===== src/hw/sipo_latch_pkg.sv =====
// Purpose: Shared constants for the serial-in, parallel-out latched shifter
// Assumes: One core clock; all pins sampled on it
// Notes:   Widths are fixed, not parameters of the top
package sipo_latch_pkg;
  localparam int         STAGES      = 8;
  localparam int         FIFO_WORDS  = 32;
  localparam logic [7:0] SHIFT_RESET = 8'h00;
  localparam logic [7:0] STORE_RESET = 8'h00;
  localparam int         LAST_STAGE  = STAGES - 1;
endpackage


===== src/hw/snapshot_fifo_if.sv =====
// Purpose: Carrier between the shifter core and its snapshot FIFO
// Assumes: Both ends on core_clk
// Notes:   A word moves when valid and ready are both high
`timescale 1ns/1ps
`default_nettype none
interface snapshot_fifo_if #(parameter int WIDTH = 8);
  logic             wrValid;
  logic             wrReady;
  logic [WIDTH-1:0] wrData;
  logic             rdValid;
  logic             rdReady;
  logic [WIDTH-1:0] rdData;
  modport core (output wrValid, wrData, rdReady, input wrReady, rdValid, rdData);
  modport fifo (input wrValid, wrData, rdReady, output wrReady, rdValid, rdData);
endinterface
`default_nettype wire


===== src/hw/snapshot_fifo.sv =====
// Purpose: Show-ahead FIFO holding latched shift snapshots
// Assumes: DEPTH is a power of two
// Notes:   Full and empty come from an occupancy count
`timescale 1ns/1ps
`default_nettype none
module snapshot_fifo #(
  parameter int WIDTH = 8,
  parameter int DEPTH = 32
) (
  // Clock and reset
  input  wire logic   core_clk,
  input  wire logic   rst,
  // Queue ports
  snapshot_fifo_if.fifo q
);
  localparam int AW = $clog2(DEPTH);
  logic [WIDTH-1:0] mem [DEPTH];
  logic [AW-1:0]    wrPtr_reg;
  logic [AW-1:0]    rdPtr_reg;
  logic [AW:0]      count_reg;
  logic             push;
  logic             pop;

  assign q.wrReady = (count_reg != (AW+1)'(DEPTH));
  assign q.rdValid = (count_reg != '0);
  assign q.rdData  = mem[rdPtr_reg];
  assign push      = q.wrValid && q.wrReady;
  assign pop       = q.rdValid && q.rdReady;

  // Storage array carries no reset
  always_ff @(posedge core_clk) begin
    if (push) begin
      mem[wrPtr_reg] <= q.wrData;
    end
  end

  always_ff @(posedge core_clk or posedge rst) begin
    if (rst) begin
      wrPtr_reg <= '0;
      rdPtr_reg <= '0;
      count_reg <= '0;
    end else begin
      if (push) begin
        wrPtr_reg <= wrPtr_reg + AW'(1);
      end
      if (pop) begin
        rdPtr_reg <= rdPtr_reg + AW'(1);
      end
      if (push && !pop) begin
        count_reg <= count_reg + (AW+1)'(1);
      end else if (pop && !push) begin
        count_reg <= count_reg - (AW+1)'(1);
      end
    end
  end
endmodule
`default_nettype wire


===== src/hw/sipo_latched_shifter.sv =====
// Purpose: Eight-stage serial-in shifter feeding a storage register with gated outputs
// Assumes: Shift and latch clocks arrive as levels synchronous to core_clk
// Notes:   Snapshots pass through a FIFO so the output side may hold off updates
//
// How it works
// Eight shift stages feed an eight-bit storage register of the same width.
// Shift and storage registers each move only on a rising edge of their own clock input; storage loads on dequeue, which latchHold can delay.
// On a shift edge with clear inactive, each stage takes its predecessor and stage 0 takes the data input.
// On a latch edge with clear inactive, all eight stages are copied toward the storage register.
// Clear low empties the shift register regardless of the shift clock, so the cascade output reads zero.
// The last shift stage is presented on the cascade output for chaining.
// The storage register drives eight three-state outputs, stage 0 on the first output.
// While the active-low output enable is high, all eight outputs are released.
// With both clocks tied, the storage register lags the shift register by one pulse.
// Clear leaves storage and outputs alone until a later latch edge moves the cleared contents; older queued snapshots still load during clear.
// Output enable gates only the output drivers, never the registers or the cascade output.
`timescale 1ns/1ps
`default_nettype none
module sipo_latched_shifter
  import sipo_latch_pkg::*;
(
  // Clock and reset
  input  wire logic              core_clk,
  input  wire logic              rst,
  // Serial side
  input  wire logic              data_in_line,
  input  wire logic              shift_clock,
  input  wire logic              latch_clock,
  input  wire logic              shift_clear_n,
  input  wire logic              outEnable_n,
  output logic                   cascadeOut,
  // Parallel side, two signals per pin
  output logic [STAGES-1:0]      parallelOut,
  output logic [STAGES-1:0]      parallelOe,
  // Flow control of the snapshot queue
  input  wire logic              latchHold,
  output logic                   latchReady
);
  logic [STAGES-1:0] shift_reg;
  logic [STAGES-1:0] store_reg;
  logic              shiftClkPrev_reg;
  logic              latchClkPrev_reg;
  logic              oe_reg;
  logic              latchReady_reg;
  logic              shiftEdge;
  logic              latchEdge;

  snapshot_fifo_if #(.WIDTH(STAGES)) q ();

  snapshot_fifo #(
    .WIDTH (STAGES),
    .DEPTH (FIFO_WORDS)
  ) u_fifo (
    .core_clk (core_clk),
    .rst      (rst),
    .q        (q.fifo)
  );

  // Rising edges only
  assign shiftEdge = shift_clock && !shiftClkPrev_reg;
  assign latchEdge = latch_clock && !latchClkPrev_reg;

  always_ff @(posedge core_clk or posedge rst) begin
    if (rst) begin
      shiftClkPrev_reg <= 1'b0;
      latchClkPrev_reg <= 1'b0;
    end else begin
      shiftClkPrev_reg <= shift_clock;
      latchClkPrev_reg <= latch_clock;
    end
  end

  // Clear overrides shifting
  // Shift toward last stage
  always_ff @(posedge core_clk or posedge rst) begin
    if (rst) begin
      shift_reg <= SHIFT_RESET;
    end else if (!shift_clear_n) begin
      shift_reg <= SHIFT_RESET;
    end else if (shiftEdge) begin
      shift_reg <= {shift_reg[LAST_STAGE-1:0], data_in_line};
    end
  end

  // Cascade from last stage
  assign cascadeOut = shift_reg[LAST_STAGE];

  // Snapshot on latch edge
  // Old contents taken, giving the lag
  // A full queue drops the edge; latchReady follows wrReady one core_clk cycle late
  assign q.wrValid = latchEdge && shift_clear_n;
  assign q.wrData  = shift_reg;
  assign q.rdReady = !latchHold;

  // Storage of equal width
  // Only a dequeued snapshot changes it
  always_ff @(posedge core_clk or posedge rst) begin
    if (rst) begin
      store_reg <= STORE_RESET;
    end else if (q.rdValid && q.rdReady) begin
      store_reg <= q.rdData;
    end
  end

  // Stage 0 on the first output
  assign parallelOut = store_reg;

  // Release all outputs
  // Only the drivers see the enable
  always_ff @(posedge core_clk or posedge rst) begin
    if (rst) begin
      oe_reg <= 1'b0;
    end else begin
      oe_reg <= !outEnable_n;
    end
  end
  assign parallelOe = {STAGES{oe_reg}};

  always_ff @(posedge core_clk or posedge rst) begin
    if (rst) begin
      latchReady_reg <= 1'b0;
    end else begin
      latchReady_reg <= q.wrReady;
    end
  end
  assign latchReady = latchReady_reg;

  a_clear_empties: assert property (
    @(posedge core_clk) disable iff (rst)
    !shift_clear_n |=> (shift_reg == SHIFT_RESET) && !cascadeOut)
    else $error("clear did not empty the shift register");

  a_shift_moves: assert property (
    @(posedge core_clk) disable iff (rst)
    shift_clear_n && shiftEdge |=> shift_reg == {$past(shift_reg[LAST_STAGE-1:0]), $past(data_in_line)})
    else $error("shift edge did not move the stages");

  a_shift_waits: assert property (
    @(posedge core_clk) disable iff (rst)
    shift_clear_n && !$past(rst) && !(shift_clock && !$past(shift_clock)) |=> $stable(shift_reg))
    else $error("shift register moved without a rising edge");

  a_cascade_follows: assert property (
    @(posedge core_clk) disable iff (rst)
    shift_clear_n && shiftEdge |=> cascadeOut == $past(shift_reg[LAST_STAGE-1]))
    else $error("cascade output did not follow the last stage");

  a_latch_copies: assert property (
    @(posedge core_clk) disable iff (rst)
    latchEdge && shift_clear_n && !q.rdValid |=> ##1 $past(latchHold) || parallelOut == $past(shift_reg, 2))
    else $error("latch edge did not copy the stages");

  a_tied_lag: assert property (
    @(posedge core_clk) disable iff (rst)
    latchEdge && shiftEdge && shift_clear_n && !q.rdValid |=> ##1
      $past(latchHold) || (parallelOut == $past(shift_reg, 2) &&
      $past(shift_reg) == {parallelOut[LAST_STAGE-1:0], $past(data_in_line, 2)}))
    else $error("storage did not lag the shift register");

  a_clear_keeps: assert property (
    @(posedge core_clk) disable iff (rst)
    !shift_clear_n && !q.rdValid |=> ##1 $stable(store_reg))
    else $error("clear disturbed the storage register");

  a_oe_releases: assert property (
    @(posedge core_clk) disable iff (rst)
    outEnable_n |=> parallelOe == '0)
    else $error("outputs driven while disabled");

  a_oe_isolated: assert property (
    @(posedge core_clk) disable iff (rst)
    $changed(outEnable_n) && shift_clear_n && !shiftEdge |=> $stable(shift_reg))
    else $error("output enable disturbed the shift register");

  a_oe_drives: assert property (
    @(posedge core_clk) disable iff (rst)
    !outEnable_n |=> parallelOe == '1)
    else $error("outputs not driven while enabled");

  a_oe_keeps_out: assert property (
    @(posedge core_clk) disable iff (rst)
    $changed(outEnable_n) && !q.rdValid |=> $stable(parallelOut))
    else $error("output enable disturbed the stored word");

  a_oe_keeps_cascade: assert property (
    @(posedge core_clk) disable iff (rst)
    $changed(outEnable_n) && shift_clear_n && !shiftEdge |=> $stable(cascadeOut))
    else $error("output enable disturbed the cascade output");

  a_latch_waits: assert property (
    @(posedge core_clk) disable iff (rst)
    !q.rdValid && !(latchEdge && shift_clear_n) |=> ##1 $stable(store_reg))
    else $error("storage moved without a latch edge");

  a_clear_drops: assert property (
    @(posedge core_clk) disable iff (rst)
    latchEdge && !shift_clear_n && !q.rdValid |=> !q.rdValid)
    else $error("latch edge taken during clear");

  a_snapshot_lands: assert property (
    @(posedge core_clk) disable iff (rst)
    q.wrValid && !q.rdValid |=> q.rdValid && q.rdData == $past(shift_reg))
    else $error("snapshot did not reach the queue head");

  a_dequeue_shows: assert property (
    @(posedge core_clk) disable iff (rst)
    q.rdValid && !latchHold |=> parallelOut == $past(q.rdData))
    else $error("dequeued word not shown on the outputs");

  a_hold_stalls: assert property (
    @(posedge core_clk) disable iff (rst)
    latchHold |=> $stable(store_reg))
    else $error("storage moved while held");

  a_full_stays: assert property (
    @(posedge core_clk) disable iff (rst)
    !q.wrReady && latchHold |=> !q.wrReady)
    else $error("full queue accepted a word");

  a_full_nonempty: assert property (
    @(posedge core_clk) disable iff (rst)
    !q.wrReady |-> q.rdValid)
    else $error("queue full and empty at once");
endmodule
`default_nettype wire


===== config.mk =====
export PLATFORM = sky130hd
export DESIGN_NAME = sipo_latched_shifter
export DESIGN_NICKNAME = d
export VERILOG_FILES = /design/src/hw/sipo_latch_pkg.sv /design/src/hw/snapshot_fifo_if.sv /design/src/hw/snapshot_fifo.sv /design/src/hw/sipo_latched_shifter.sv
export SDC_FILE = /design/constraint.sdc
export NUM_CORES = 1
export LEC_CHECK = 0
export ABC_AREA = 1
export BUFFER_PORTS_ARGS = -buffer_cell sky130_fd_sc_hd__buf_2
export CORE_AREA = 5 5 197 199
export CTS_BUF_LIST = sky130_fd_sc_hd__clkbuf_16
export DETAILED_ROUTE_END_ITERATION = 8
export DIE_AREA = 0 0 202 204
export GPL_ROUTABILITY_DRIVEN = 0
export PLACE_DENSITY = 0.49
export SKIP_CTS_REPAIR_TIMING = 1
export SKIP_LAST_GASP = 1
export SYNTH_ARGS = -nofsm -noshare
export SYNTH_HDL_FRONTEND = slang
export SYNTH_SLANG_ARGS = --single-unit

===== constraint.sdc =====
create_clock -name core_clk -period 5.85 [get_ports core_clk]
set_input_delay 1.17 -clock core_clk [delete_from_list [all_inputs] [get_ports core_clk]]
set_output_delay 1.17 -clock core_clk [all_outputs]
set_load 0.02 [all_outputs]

==> results of run 1 <==
[power groups by stage]
| stage | sequential [mW] | combinational, mW | clock, mW |
|---|---|---|---|
| floorplan | 2.54 | 1.38 | 0 |
| global placement | 2.69 | 1.82 | 0 |
| detailed placement | 2.68 | 1.82 | 0 |
| CTS | 2.64 | 1.82 | 2.06 |
| global route | 2.66 | 2.03 | 2.14 |
| finish | 2.64 | 1.79 | 2.01 |
[final cells by class]
cell class                 instances  area, um2
clock buffer                      37        926
clock inverter                    24        130
fill                            3594      22900
inverter                         132        497
multi-input combinational        723       3240
sequential                       292       8600
tap                              474        593
timing repair buffer              32        190
[critical path: stages (launching register included)]
cell	delay, ns
dfrtp_4	0.85
clkinv_2	0.98
buf_12	0.52
nand2_1	0.10
nand3_1	0.06
nand3_1	0.12
nand2_1	0.07
nor2_1	0.13
nand2_1	0.13
nand3_1	0.13
nand2_1	0.06
[Yosys cell counts, types with 5 or more instances]
library cell,number
nand2_1,386
edfxtp_1,256
nand3_1,166
inv_1,127
nor2_1,85
buf_2,38
dfrtp_1,36
a21oi_1,26
o21ai_0,21
buf_4,13
clkbuf_1,10
ha_1,10
xor2_1,5
[cells in the final DEF, fill, tap and decap left out, types with 3 or more instances in the layout]
cell	instances
xor2_1	5
clkinv_2	9
inv_2	3
nor3_1	3
edfxtp_1	256
nand2_1	386
buf_2	25
dfrtp_2	8
ha_1	10
nand3_1	166
a21oi_1	26
xnor2_1	3
nand2_8	3
clkinv_1	7
inv_1	135
clkbuf_16	37
o21ai_2	3
o21ai_0	21
buf_4	6
dfrtp_1	27
nor2_1	85
nand2_2	3
[per-stage QoR]
step	setup WS, ns	instances	area, um2	total power [mW]	util
after global placement	2.27	1653	13100	4.51	0.354
after detailed placement	2.23	1653	13100	4.50	0.354
after CTS	2.40	1714	14200	6.53	0.383
after floorplan	2.88	1211	12700	3.92	-
final	2.49	1714	14200	6.43	0.383
after global routing	2.17	1714	14200	6.84	0.383
[per-layer routing]
layer	routed length, um	part of all wire	GRT usage
met1	14500	0.45	0.215
met5	0	0	0
met4	794	0.024	0.0461
met2	15300	0.47	0.259
met3	1950	0.060	0.0317
[logic make-up (layout without fill, tap and decap cells)]
group,count (synthesis),after routing,share of synthesized area
compound gates,53,53,0.0222
fa+ha+maj,11,11,0.0115
xor+xnor,8,8,0.00553
flops,292,292,0.678
buf+inv,196,225,0.0669
simple gates,651,651,0.216
[worst min path at each step]
stage | end | slack [ns] | start | cells past startpoint
after floorplan | u_fifo.count_reg[3] | 0.50 | u_fifo.count_reg[3] | 2
after global routing | parallelOut[1] | 0.54 | parallelOut[1] | 2
after CTS | parallelOut[2] | 0.52 | parallelOut[2] | 2
final | parallelOut[1] | 0.52 | parallelOut[1] | 2
after detailed placement | parallelOut[2] | 0.50 | parallelOut[2] | 2
after global placement | parallelOut[1] | 0.51 | parallelOut[1] | 2
==> results.py, run 1 <==
metrics = {
    "run_status": {
        "status": "finished clean",
    },
    "cells_and_area": {
        "top_register": "u_fifo.mem",
        "area_growth_pct": 11.8,
        "largest_register_ffs": 256,
        "nets": 1234,
        "antenna_cells": 0,
        "drive_above_1_share": 0.0847,
    },
    "synthesis": {
        "synth_edf_count": 256,
        "synth_cell_types": 31,
        "synth_area_leaders": "edfxtp_1 61%, nand2_1 11%, dfrtp_1 7.1%, nand3_1 6.6%, inv_1 3.8%",
        "ys_seq_elements": 292,
        "syn_nets": 1230,
        "synth_top_area_frac": 0.606,
        "async_flop_share": 0.123,
        "synthCells": 1211,
        "yosys_most_used_dff": "edfxtp_1",
        "syn_avg_cell_area_um2": 10.5,
        "synth_area_um2": 12700,
        "yosysWarningCount": 0,
        "seq_area_frac_synth": 0.678,
        "yosysTopAreaCell": "edfxtp_1",
    },
    "timing": {
        "rsz0062_at_grt": "false",
        "finalSetupViolations": 0,
        "worstMarginPinSlew_ns": 1.19,
        "relSlewSlack": 0.201,
        "timing.setup.tns_ns": 0,
        "period_needed_ns": 3.36,
        "hold_violations": 0,
        "max_freq_mhz": 297,
        "fin_crit_sh": 0.575,
        "finalMaxSlewViolations": 0,
        "finClkSkew_ns": 0.00825,
        "whs_ns": 0.519,
    },
    "pwr": {
        "leakage_nw": 5.76,
        "p_clk_frac": 0.312,
        "internal_power_mw": 4.11,
        "switching_power_mw": 2.33,
        "sw_frac_of_total": 0.361,
        "power_frac_seq": 0.410,
        "ir_drop_uv": 280,
        "pwr-share-comb": 0.279,
        "power.density_nw_per_um2": 454,
    },
    "cts": {
        "cts.clk_slew.worst_paths_ns": 0.06,
        "cts_tree": "built",
        "worstSkewPairLatency_ns": 0.51,
        "htree_num_levels": 2,
        "clk_path_buf_depth": 3,
        "cts-root-buf": "clkbuf_16",
        "cts.sinks": 292,
        "cts_buffers": 34,
    },
    "route": {
        "drcViolationCount": 0,
        "ant_nets": 0,
        "drtIter0Drc": 621,
        "first_pass_iters": 5,
        "dr_total_vias": 8230,
        "drt_wl_total_um": 32600,
        "viasPerCell": 4.80,
        "wire_per_inst_um": 19.0,
    },
    "worst_setup_path": {
        "required_ns": 6.24,
        "crit_type": "reg -> reg",
        "ff2ff_setup_slack_ns": 2.49,
        "cp-end-kind": "register",
        "startpoint": "u_fifo.rdPtr_reg[0]",
        "arrival_ns": 3.76,
        "crit_end": "parallelOut[2]",
        "regToRegStartpoint": "u_fifo.rdPtr_reg[0]",
        "cp_max_fo": 65,
        "start_kind": "register",
        "timing.rr.end": "parallelOut[2]",
        "reg2regPathDepth": 10,
    },
    "global_routing": {
        "grt_pass1_wl_um": 49900,
        "grt_max_degree": 77,
        "first_global_vias": 8095,
        "grt_usage": 0.158,
        "overflow": 0,
        "antenna_found_initial": 0,
    },
    "run": {
        "max_cap_viol_count": 0,
    },
    "die": {
        "row_count": 71,
        "pin_count": 26,
        "start_util": 0.342,
        "core_area_um2": 37000,
        "die_h_um": 204,
        "dieArea_um2": 41200,
        "dieWidth_um": 202,
    },
    "place": {
        "hpwl_um": 19200,
        "io_buffers": 25,
    },
    "worst_hold_path": {
        "hp-class": "reg -> reg",
    },
}
No activity file was read; power rests on OpenSTA's default activity.
==> run 2, diff against run 1 <==
--- a/config.mk
+++ b/config.mk
@@ -5,14 +5,14 @@
 export SDC_FILE = /design/constraint.sdc
 export NUM_CORES = 1
 export LEC_CHECK = 0
-export ABC_AREA = 1
+export ABC_AREA = 0
 export BUFFER_PORTS_ARGS = -buffer_cell sky130_fd_sc_hd__buf_2
-export CORE_AREA = 5 5 197 199
+export CORE_AREA = 5 5 189 191
 export CTS_BUF_LIST = sky130_fd_sc_hd__clkbuf_16
 export DETAILED_ROUTE_END_ITERATION = 8
-export DIE_AREA = 0 0 202 204
+export DIE_AREA = 0 0 194 196
 export GPL_ROUTABILITY_DRIVEN = 0
-export PLACE_DENSITY = 0.49
+export PLACE_DENSITY = 0.51
 export SKIP_CTS_REPAIR_TIMING = 1
 export SKIP_LAST_GASP = 1
 export SYNTH_ARGS = -nofsm -noshare
==> constraint.sdc (replaced) <==
create_clock -name core_clk -period 2.8 [get_ports core_clk]
set_input_delay 0.56 -clock core_clk [delete_from_list [all_inputs] [get_ports core_clk]]
set_output_delay 0.56 -clock core_clk [all_outputs]
set_load 0.02 [all_outputs]
==> results.py, run 2 <==
metrics = {
    "run_status": {
        "status": "finished clean",
    },
    "synthesis": {
        "syn_nets": 684,
        "synth_area_leaders": "edfxtp_1 66%, dfrtp_1 7.7%, mux4_2 6.9%, mux2i_1 3.8%, nand2_1 1.4%",
        "ys_top_cells_by_count": "256 x edfxtp_1, 45 x mux2i_1, 44 x nand2_1, 41 x nor2_1",
        "seq_area_frac_synth": 0.733,
        "yosysTopAreaCell": "edfxtp_1",
        "synth_edf_count": 256,
        "synthCells": 665,
        "yosysWarningCount": 0,
        "ys_seq_elements": 292,
        "yosys_most_used_dff": "edfxtp_1",
        "async_flop_share": 0.123,
        "synth_cell_types": 50,
        "synth_top_area_frac": 0.656,
        "yosys.cell_count.top_type": "edfxtp_1",
        "syn_avg_cell_area_um2": 17.6,
        "synth_area_um2": 11700,
    },
    "pwr": {
        "p_clk_frac": 0.343,
        "sw_frac_of_total": 0.294,
        "ir_drop_uv": 545,
        "power.density_nw_per_um2": 917,
        "internal_power_mw": 8.86,
        "pwr-share-comb": 0.229,
        "switching_power_mw": 3.69,
        "leakage_nw": 4.72,
        "power_frac_seq": 0.428,
    },
    "timing": {
        "fin_crit_sh": 0.957,
        "relSlewSlack": 0.266,
        "layout_setup_ws_ns": 0.120,
        "worstMarginPinSlew_ns": 1.10,
        "period_needed_ns": 2.68,
        "finalMaxSlewViolations": 0,
        "finalSetupViolations": 0,
        "whs_ns": 0.141,
        "max_freq_mhz": 373,
        "finClkSkew_ns": 0.0259,
        "hold_violations": 0,
    },
    "place": {
        "preCtsSetupSlack_ns": -0.0802,
        "placedCellCount": 1161,
        "hpwl_um": 16800,
        "io_buffers": 25,
    },
    "die": {
        "dieWidth_um": 194,
        "pin_count": 26,
        "die_h_um": 196,
        "core_area_um2": 33900,
        "row_count": 68,
        "start_util": 0.345,
        "dieArea_um2": 38000,
    },
    "cells_and_area": {
        "final_cell_mix": "256 x edfxtp_1, 54 x buf_4, 45 x mux2i_1",
        "fin_util": 0.403,
        "antenna_cells": 0,
        "final_common_cell": "edfxtp_1",
        "nets": 758,
        "area_growth_pct": 16.8,
        "fillerInstances": 3080,
        "drive_above_1_share": 0.245,
        "largest_register_ffs": 256,
        "top_register": "u_fifo.mem",
        "instances_no_fill": 1219,
    },
    "route": {
        "first_pass_iters": 5,
        "drt_wl_total_um": 26800,
        "dr_total_vias": 6153,
        "wire_per_inst_um": 22.0,
        "drtIter0Drc": 464,
        "ant_nets": 0,
        "drcViolationCount": 0,
        "viasPerCell": 5.05,
    },
    "worst_setup_path": {
        "timing.rr.end": "u_fifo.count_reg[5]",
        "cp_top_family": "simple AND/OR/NAND/NOR gates",
        "reg2regPathDepth": 12,
        "cp_max_fo": 6,
        "arrival_ns": 3.11,
        "crit_chain": "nor4_4 -> and2_4 -> a21oi_4 -> clkinv_1 -> ha_1 -> inv_2 -> ha_1 -> a21o_1 -> a21oi_2 -> nand4b_1 -> nand4_1 -> xnor2_1",
        "worst_path_most_repeated_cell": "ha_1",
        "critical_path_depth": 12,
        "path_buf_inv": 2,
        "required_ns": 3.23,
        "startpoint": "u_fifo.count_reg[4]",
        "regToRegStartpoint": "u_fifo.count_reg[4]",
        "cpPeakStageDelay_ns": 0.44,
        "cp-end-kind": "register",
        "crit_type": "reg -> reg",
        "ff2ff_setup_slack_ns": 0.12,
        "start_kind": "register",
        "slowest_stage": "dfrtp_1",
    },
    "global_routing": {
        "grt_usage": 0.139,
        "grt_pass1_wl_um": 40800,
        "overflow": 0,
        "antenna_found_initial": 0,
        "first_global_vias": 6463,
        "grt_max_degree": 35,
    },
    "cts": {
        "htree_num_levels": 1,
        "cts.clk_slew.worst_paths_ns": 0.06,
        "cts-root-buf": "clkbuf_16",
        "cts_tree": "built",
        "cts_buffers": 31,
        "clk_path_buf_depth": 3,
        "worstSkewPairLatency_ns": 0.56,
        "cts.sinks": 292,
    },
    "worst_hold_path": {
        "worstHoldEndpoint": "latchClkPrev_reg",
        "worstHoldPathCells": 1,
        "hold_path_startpoint": "latch_clock",
        "hp-class": "in -> reg",
    },
    "run": {
        "max_cap_viol_count": 0,
    },
}
run 2: changes by cell type after synthesis, moves of 8 or more:
| cell | before | now |
|---|---|---|
| mux2_2 | 0 | 8 |
| nand2_1 | 386 | 44 |
| a21oi_1 | 26 | 15 |
| nand3_1 | 166 | 3 |
| mux2i_1 | 0 | 45 |
| a21boi_0 | 0 | 8 |
| inv_1 | 127 | 8 |
| o22ai_1 | 0 | 8 |
| nor2_1 | 85 | 41 |
| xnor2_1 | 3 | 11 |
| a22o_1 | 0 | 8 |
| buf_2 | 38 | 9 |
| mux4_2 | 0 | 36 |
run 2: worst max-delay path by stage:
stage | slack, ns | to
after detailed placement | -0.08 | u_fifo.count_reg[5]
after CTS | -0.09 | u_fifo.count_reg[5]
after global routing | -0.003 | u_fifo.count_reg[5]
final | 0.12 | u_fifo.count_reg[5]
after floorplan | 0.02 | u_fifo.count_reg[5]
after global placement | 0.18 | u_fifo.count_reg[5]
run 2: worst register-to-register path: cells and delay by family (launching register included):
| kind | cells | cell delay [ns] |
|---|---|---|
| compound gates | 3 | 0.47 |
| xor+xnor | 1 | 0.14 |
| fa+ha+maj | 2 | 0.49 |
| buf+inv | 2 | 0.17 |
| flops | 1 | 0.44 |
| simple gates | 4 | 0.85 |
run 2: stage by stage:
stage / instance area [um2] / total power [mW] / TNS [ns]
6_report: 13700 / 12.5 / 0
5_1_grt: 13700 / 13.1 / -0.00317
4_1_cts: 13600 / 12.7 / -0.0867
3_5_place_dp: 12600 / 8.33 / -0.0802
3_3_place_gp: 12600 / 8.24 / 0
2_1_floorplan: 11700 / 7.50 / 0
run 2: power by group through the flow:
stage | clock (mW) | combinational (mW) | sequential (mW)
floorplan | 0 | 2.27 | 5.23
global placement | 0 | 2.81 | 5.43
detailed placement | 0 | 2.87 | 5.45
CTS | 4.40 | 2.89 | 5.36
global route | 4.58 | 3.12 | 5.41
finish | 4.30 | 2.87 | 5.37
run 2: logic make-up after synthesis:
kind of cell | share of synthesized area
adders and majority gates | 0.0124
buffers and inverters | 0.0278
DFF | 0.733
xor gates and xnor gates | 0.00897
AOI/OAI and AO/OA | 0.0582
muxes | 0.115
and+or+nand+nor | 0.0439
run 2: cell type report:
class / count / area, um2 / area share
Clock buffer: 31 / 776 / 0.0567
Clock inverter: 27 / 303 / 0.0221
Inverter: 9 / 33.8 / 0.00247
Multi-Input combinational cell: 324 / 2830 / 0.207
Sequential cell: 292 / 8590 / 0.628
Tap cell: 455 / 569 / 0.0416
Timing Repair Buffer: 81 / 571 / 0.0417
run 2: layer usage:
layer,up-vias,global-route usage,share of wire
met5,-,0,0
met4,0,0.0344,0.022
met3,45,0.0239,0.044
met2,144,0.222,0.47
met1,3189,0.201,0.47
li1,2775,-,-
==> run 3, diff against run 2 <==
--- a/config.mk
+++ b/config.mk
@@ -7,14 +7,15 @@
 export LEC_CHECK = 0
 export ABC_AREA = 0
 export BUFFER_PORTS_ARGS = -buffer_cell sky130_fd_sc_hd__buf_2
-export CORE_AREA = 5 5 189 191
+export CORE_AREA = 2 2 187 189
 export CTS_BUF_LIST = sky130_fd_sc_hd__clkbuf_16
 export DETAILED_ROUTE_END_ITERATION = 8
-export DIE_AREA = 0 0 194 196
+export DIE_AREA = 0 0 189 191
 export GPL_ROUTABILITY_DRIVEN = 0
-export PLACE_DENSITY = 0.51
+export PLACE_DENSITY_LB_ADDON = 0.08
 export SKIP_CTS_REPAIR_TIMING = 1
 export SKIP_LAST_GASP = 1
 export SYNTH_ARGS = -nofsm -noshare
 export SYNTH_HDL_FRONTEND = slang
+export SYNTH_HIERARCHICAL = 1
 export SYNTH_SLANG_ARGS = --single-unit
==> results.py, run 3 <==
metrics = {
    "synthesis": {
        "synth_top_area_frac": 0.652,
        "synth_cell_types": 50,
        "synth_area_leaders": "edfxtp_1 65%, dfrtp_1 7.6%, mux4_2 6.9%, mux2i_1 3.6%, mux4_1 2.7%",
        "synthCells": 626,
        "synth_top_family_by_area": "multiplexers",
        "yosysWarningCount": 6,
        "async_flop_share": 0.123,
        "syn_nets": 646,
        "synth_area_um2": 11800,
        "yosysTopAreaCell": "edfxtp_1",
        "ys_top_cells_by_count": "256 x edfxtp_1, 42 x mux2i_1, 36 x dfrtp_1, 36 x mux4_2, 35 x nor2_1",
        "synthMuxAreaShare": 0.142,
        "synth_edf_count": 256,
        "seq_area_frac_synth": 0.728,
        "synth_adder_area_share": 0.0134,
        "yosys.cell_count.top_type": "edfxtp_1",
        "synth_compound_area_frac": 0.0459,
        "synth_xor_area_frac": 0.00817,
        "syn_avg_cell_area_um2": 18.8,
        "ys_seq_elements": 292,
        "yosys_most_used_dff": "edfxtp_1",
        "synth_simple_gate_area_frac": 0.0350,
    },
    "cells_and_area": {
        "drive_above_1_share": 0.259,
        "area_growth_pct": 17.0,
        "final_cell_mix": "256 x edfxtp_1, 59 x buf_4, 42 x mux2i_1",
        "largest_register_ffs": 256,
        "top_register": "u_fifo/mem",
        "nets": 729,
        "final_common_cell": "edfxtp_1",
        "fillerInstances": 3062,
        "instances_no_fill": 1190,
        "finalInstanceArea_um2": 13800,
        "antenna_cells": 0,
        "fin_util": 0.405,
    },
    "cts": {
        "cts_tree": "built",
        "cts.sinks": 292,
        "worstSkewPairLatency_ns": 0.50,
        "cts.clk_slew.worst_paths_ns": 0.06,
        "cts-root-buf": "clkbuf_16",
        "clk_path_buf_depth": 3,
        "htree_num_levels": 2,
        "cts_buffers": 35,
    },
    "die": {
        "row_count": 68,
        "core_area_um2": 34100,
        "start_util": 0.346,
        "pin_count": 26,
        "die_h_um": 191,
        "dieWidth_um": 189,
        "dieArea_um2": 36100,
    },
    "timing": {
        "finClkSkew_ns": 0.0155,
        "relSlewSlack": 0.185,
        "finalSetupViolations": 0,
        "worstMarginPinSlew_ns": 1.22,
        "timing.setup.tns_ns": 0,
        "whs_ns": 0.168,
        "max_freq_mhz": 367,
        "layout_setup_ws_ns": 0.0777,
        "fin_crit_sh": 0.972,
        "finalMaxSlewViolations": 0,
        "period_needed_ns": 2.72,
        "hold_violations": 0,
        "rsz0062_at_grt": "false",
    },
    "route": {
        "drtIter0Drc": 518,
        "dr_total_vias": 5921,
        "drcViolationCount": 0,
        "viasPerCell": 4.98,
        "ant_nets": 0,
        "drt_wl_total_um": 27100,
        "wire_per_inst_um": 22.7,
        "first_pass_iters": 4,
    },
    "global_routing": {
        "grt_pass1_wl_um": 41000,
        "antenna_found_initial": 0,
        "first_global_vias": 6218,
        "overflow": 0,
        "grt_usage": 0.155,
        "grt_max_degree": 34,
    },
    "worst_setup_path": {
        "cp-end-kind": "register",
        "arrival_ns": 3.11,
        "cp_max_fo": 15,
        "required_ns": 3.18,
        "reg2regPathDepth": 6,
        "start_kind": "register",
        "crit_type": "reg -> reg",
    },
    "pwr": {
        "ir_drop_uv": 331,
        "power.density_nw_per_um2": 926,
        "totalPowerFinal_mw": 12.8,
        "leakage_nw": 4.80,
    },
    "place": {
        "io_buffers": 25,
        "preCtsSetupSlack_ns": -0.258,
        "hpwl_um": 17000,
        "place_area_um2": 12700,
        "placedCellCount": 1127,
    },
    "worst_hold_path": {
        "hp-class": "in -> async",
    },
    "run": {
        "max_cap_viol_count": 0,
    },
    "run_status": {
        "status": "finished clean",
    },
}
[run 3: path summary, 6_finish.rpt]
| kind | startpoint | end | slack [ns] |
|---|---|---|---|
| max in group asynchronous | rst | parallelOut[2] | 1.94 |
| min in group core_clk | latch_clock | latchClkPrev_reg | 0.18 |
| worst min register to register | parallelOut[5] | parallelOut[5] | 0.51 |
| worst max-delay path | u_fifo/rdPtr_reg[0] | parallelOut[0] | 0.08 |
| worst min-delay path | rst | u_fifo/wrPtr_reg[1] | 0.17 |
| worst max register to register | u_fifo/rdPtr_reg[0] | parallelOut[0] | 0.08 |
[run 3: routing by layer]
metal  global-route usage  up-vias  routed length, um
met5                    0        -                  0
met4               0.0463        0                616
met3               0.0239       45               1030
met2                0.249      107              12900
met1                0.219     3084              12500
li1                     -     2685                  -
[run 3: kinds of logic (layout without fill, tap and decap cells)]
family                   Yosys count  count (layout)
buffers and inverters             55             164
adder cells (fa/ha/maj)           12              12
XOR/XNOR                          11              11
AND/OR/NAND/NOR                   87              87
AO/OA/AOI/OAI                     70              70
multiplexers                      99              99
flip-flops                       292             292
[run 3: area by class of cell]
| class | instances | area [um2] | area share |
|---|---|---|---|
| flip-flops and latches | 292 | 8590 | 0.622 |
| multi-input cells | 279 | 2900 | 0.210 |
| clock buffers | 37 | 926 | 0.0671 |
| repair buffers | 87 | 628 | 0.0455 |
| well taps | 455 | 569 | 0.0412 |
| clock inverters | 26 | 134 | 0.00970 |
| inverters | 14 | 52.6 | 0.00381 |
[run 3: report_power, final]
| part | total [mW] | internal, mW | leakage [nW] | switching [mW] |
|---|---|---|---|---|
| Clock | 4.14 | 2.46 | 0.566 | 1.68 |
| Sequential | 5.37 | 4.95 | 2.72 | 0.421 |
| Combinational | 3.28 | 1.54 | 1.52 | 1.74 |
[run 3: worst max-delay path: stages (launching register included)]
cell	delay [ns]
dfrtp_4	0.63
mux4_1	0.66
a22o_1	0.30
a2111oi_2	0.50
buf_4	0.19
a21oi_1	0.04
mux2_4	0.27
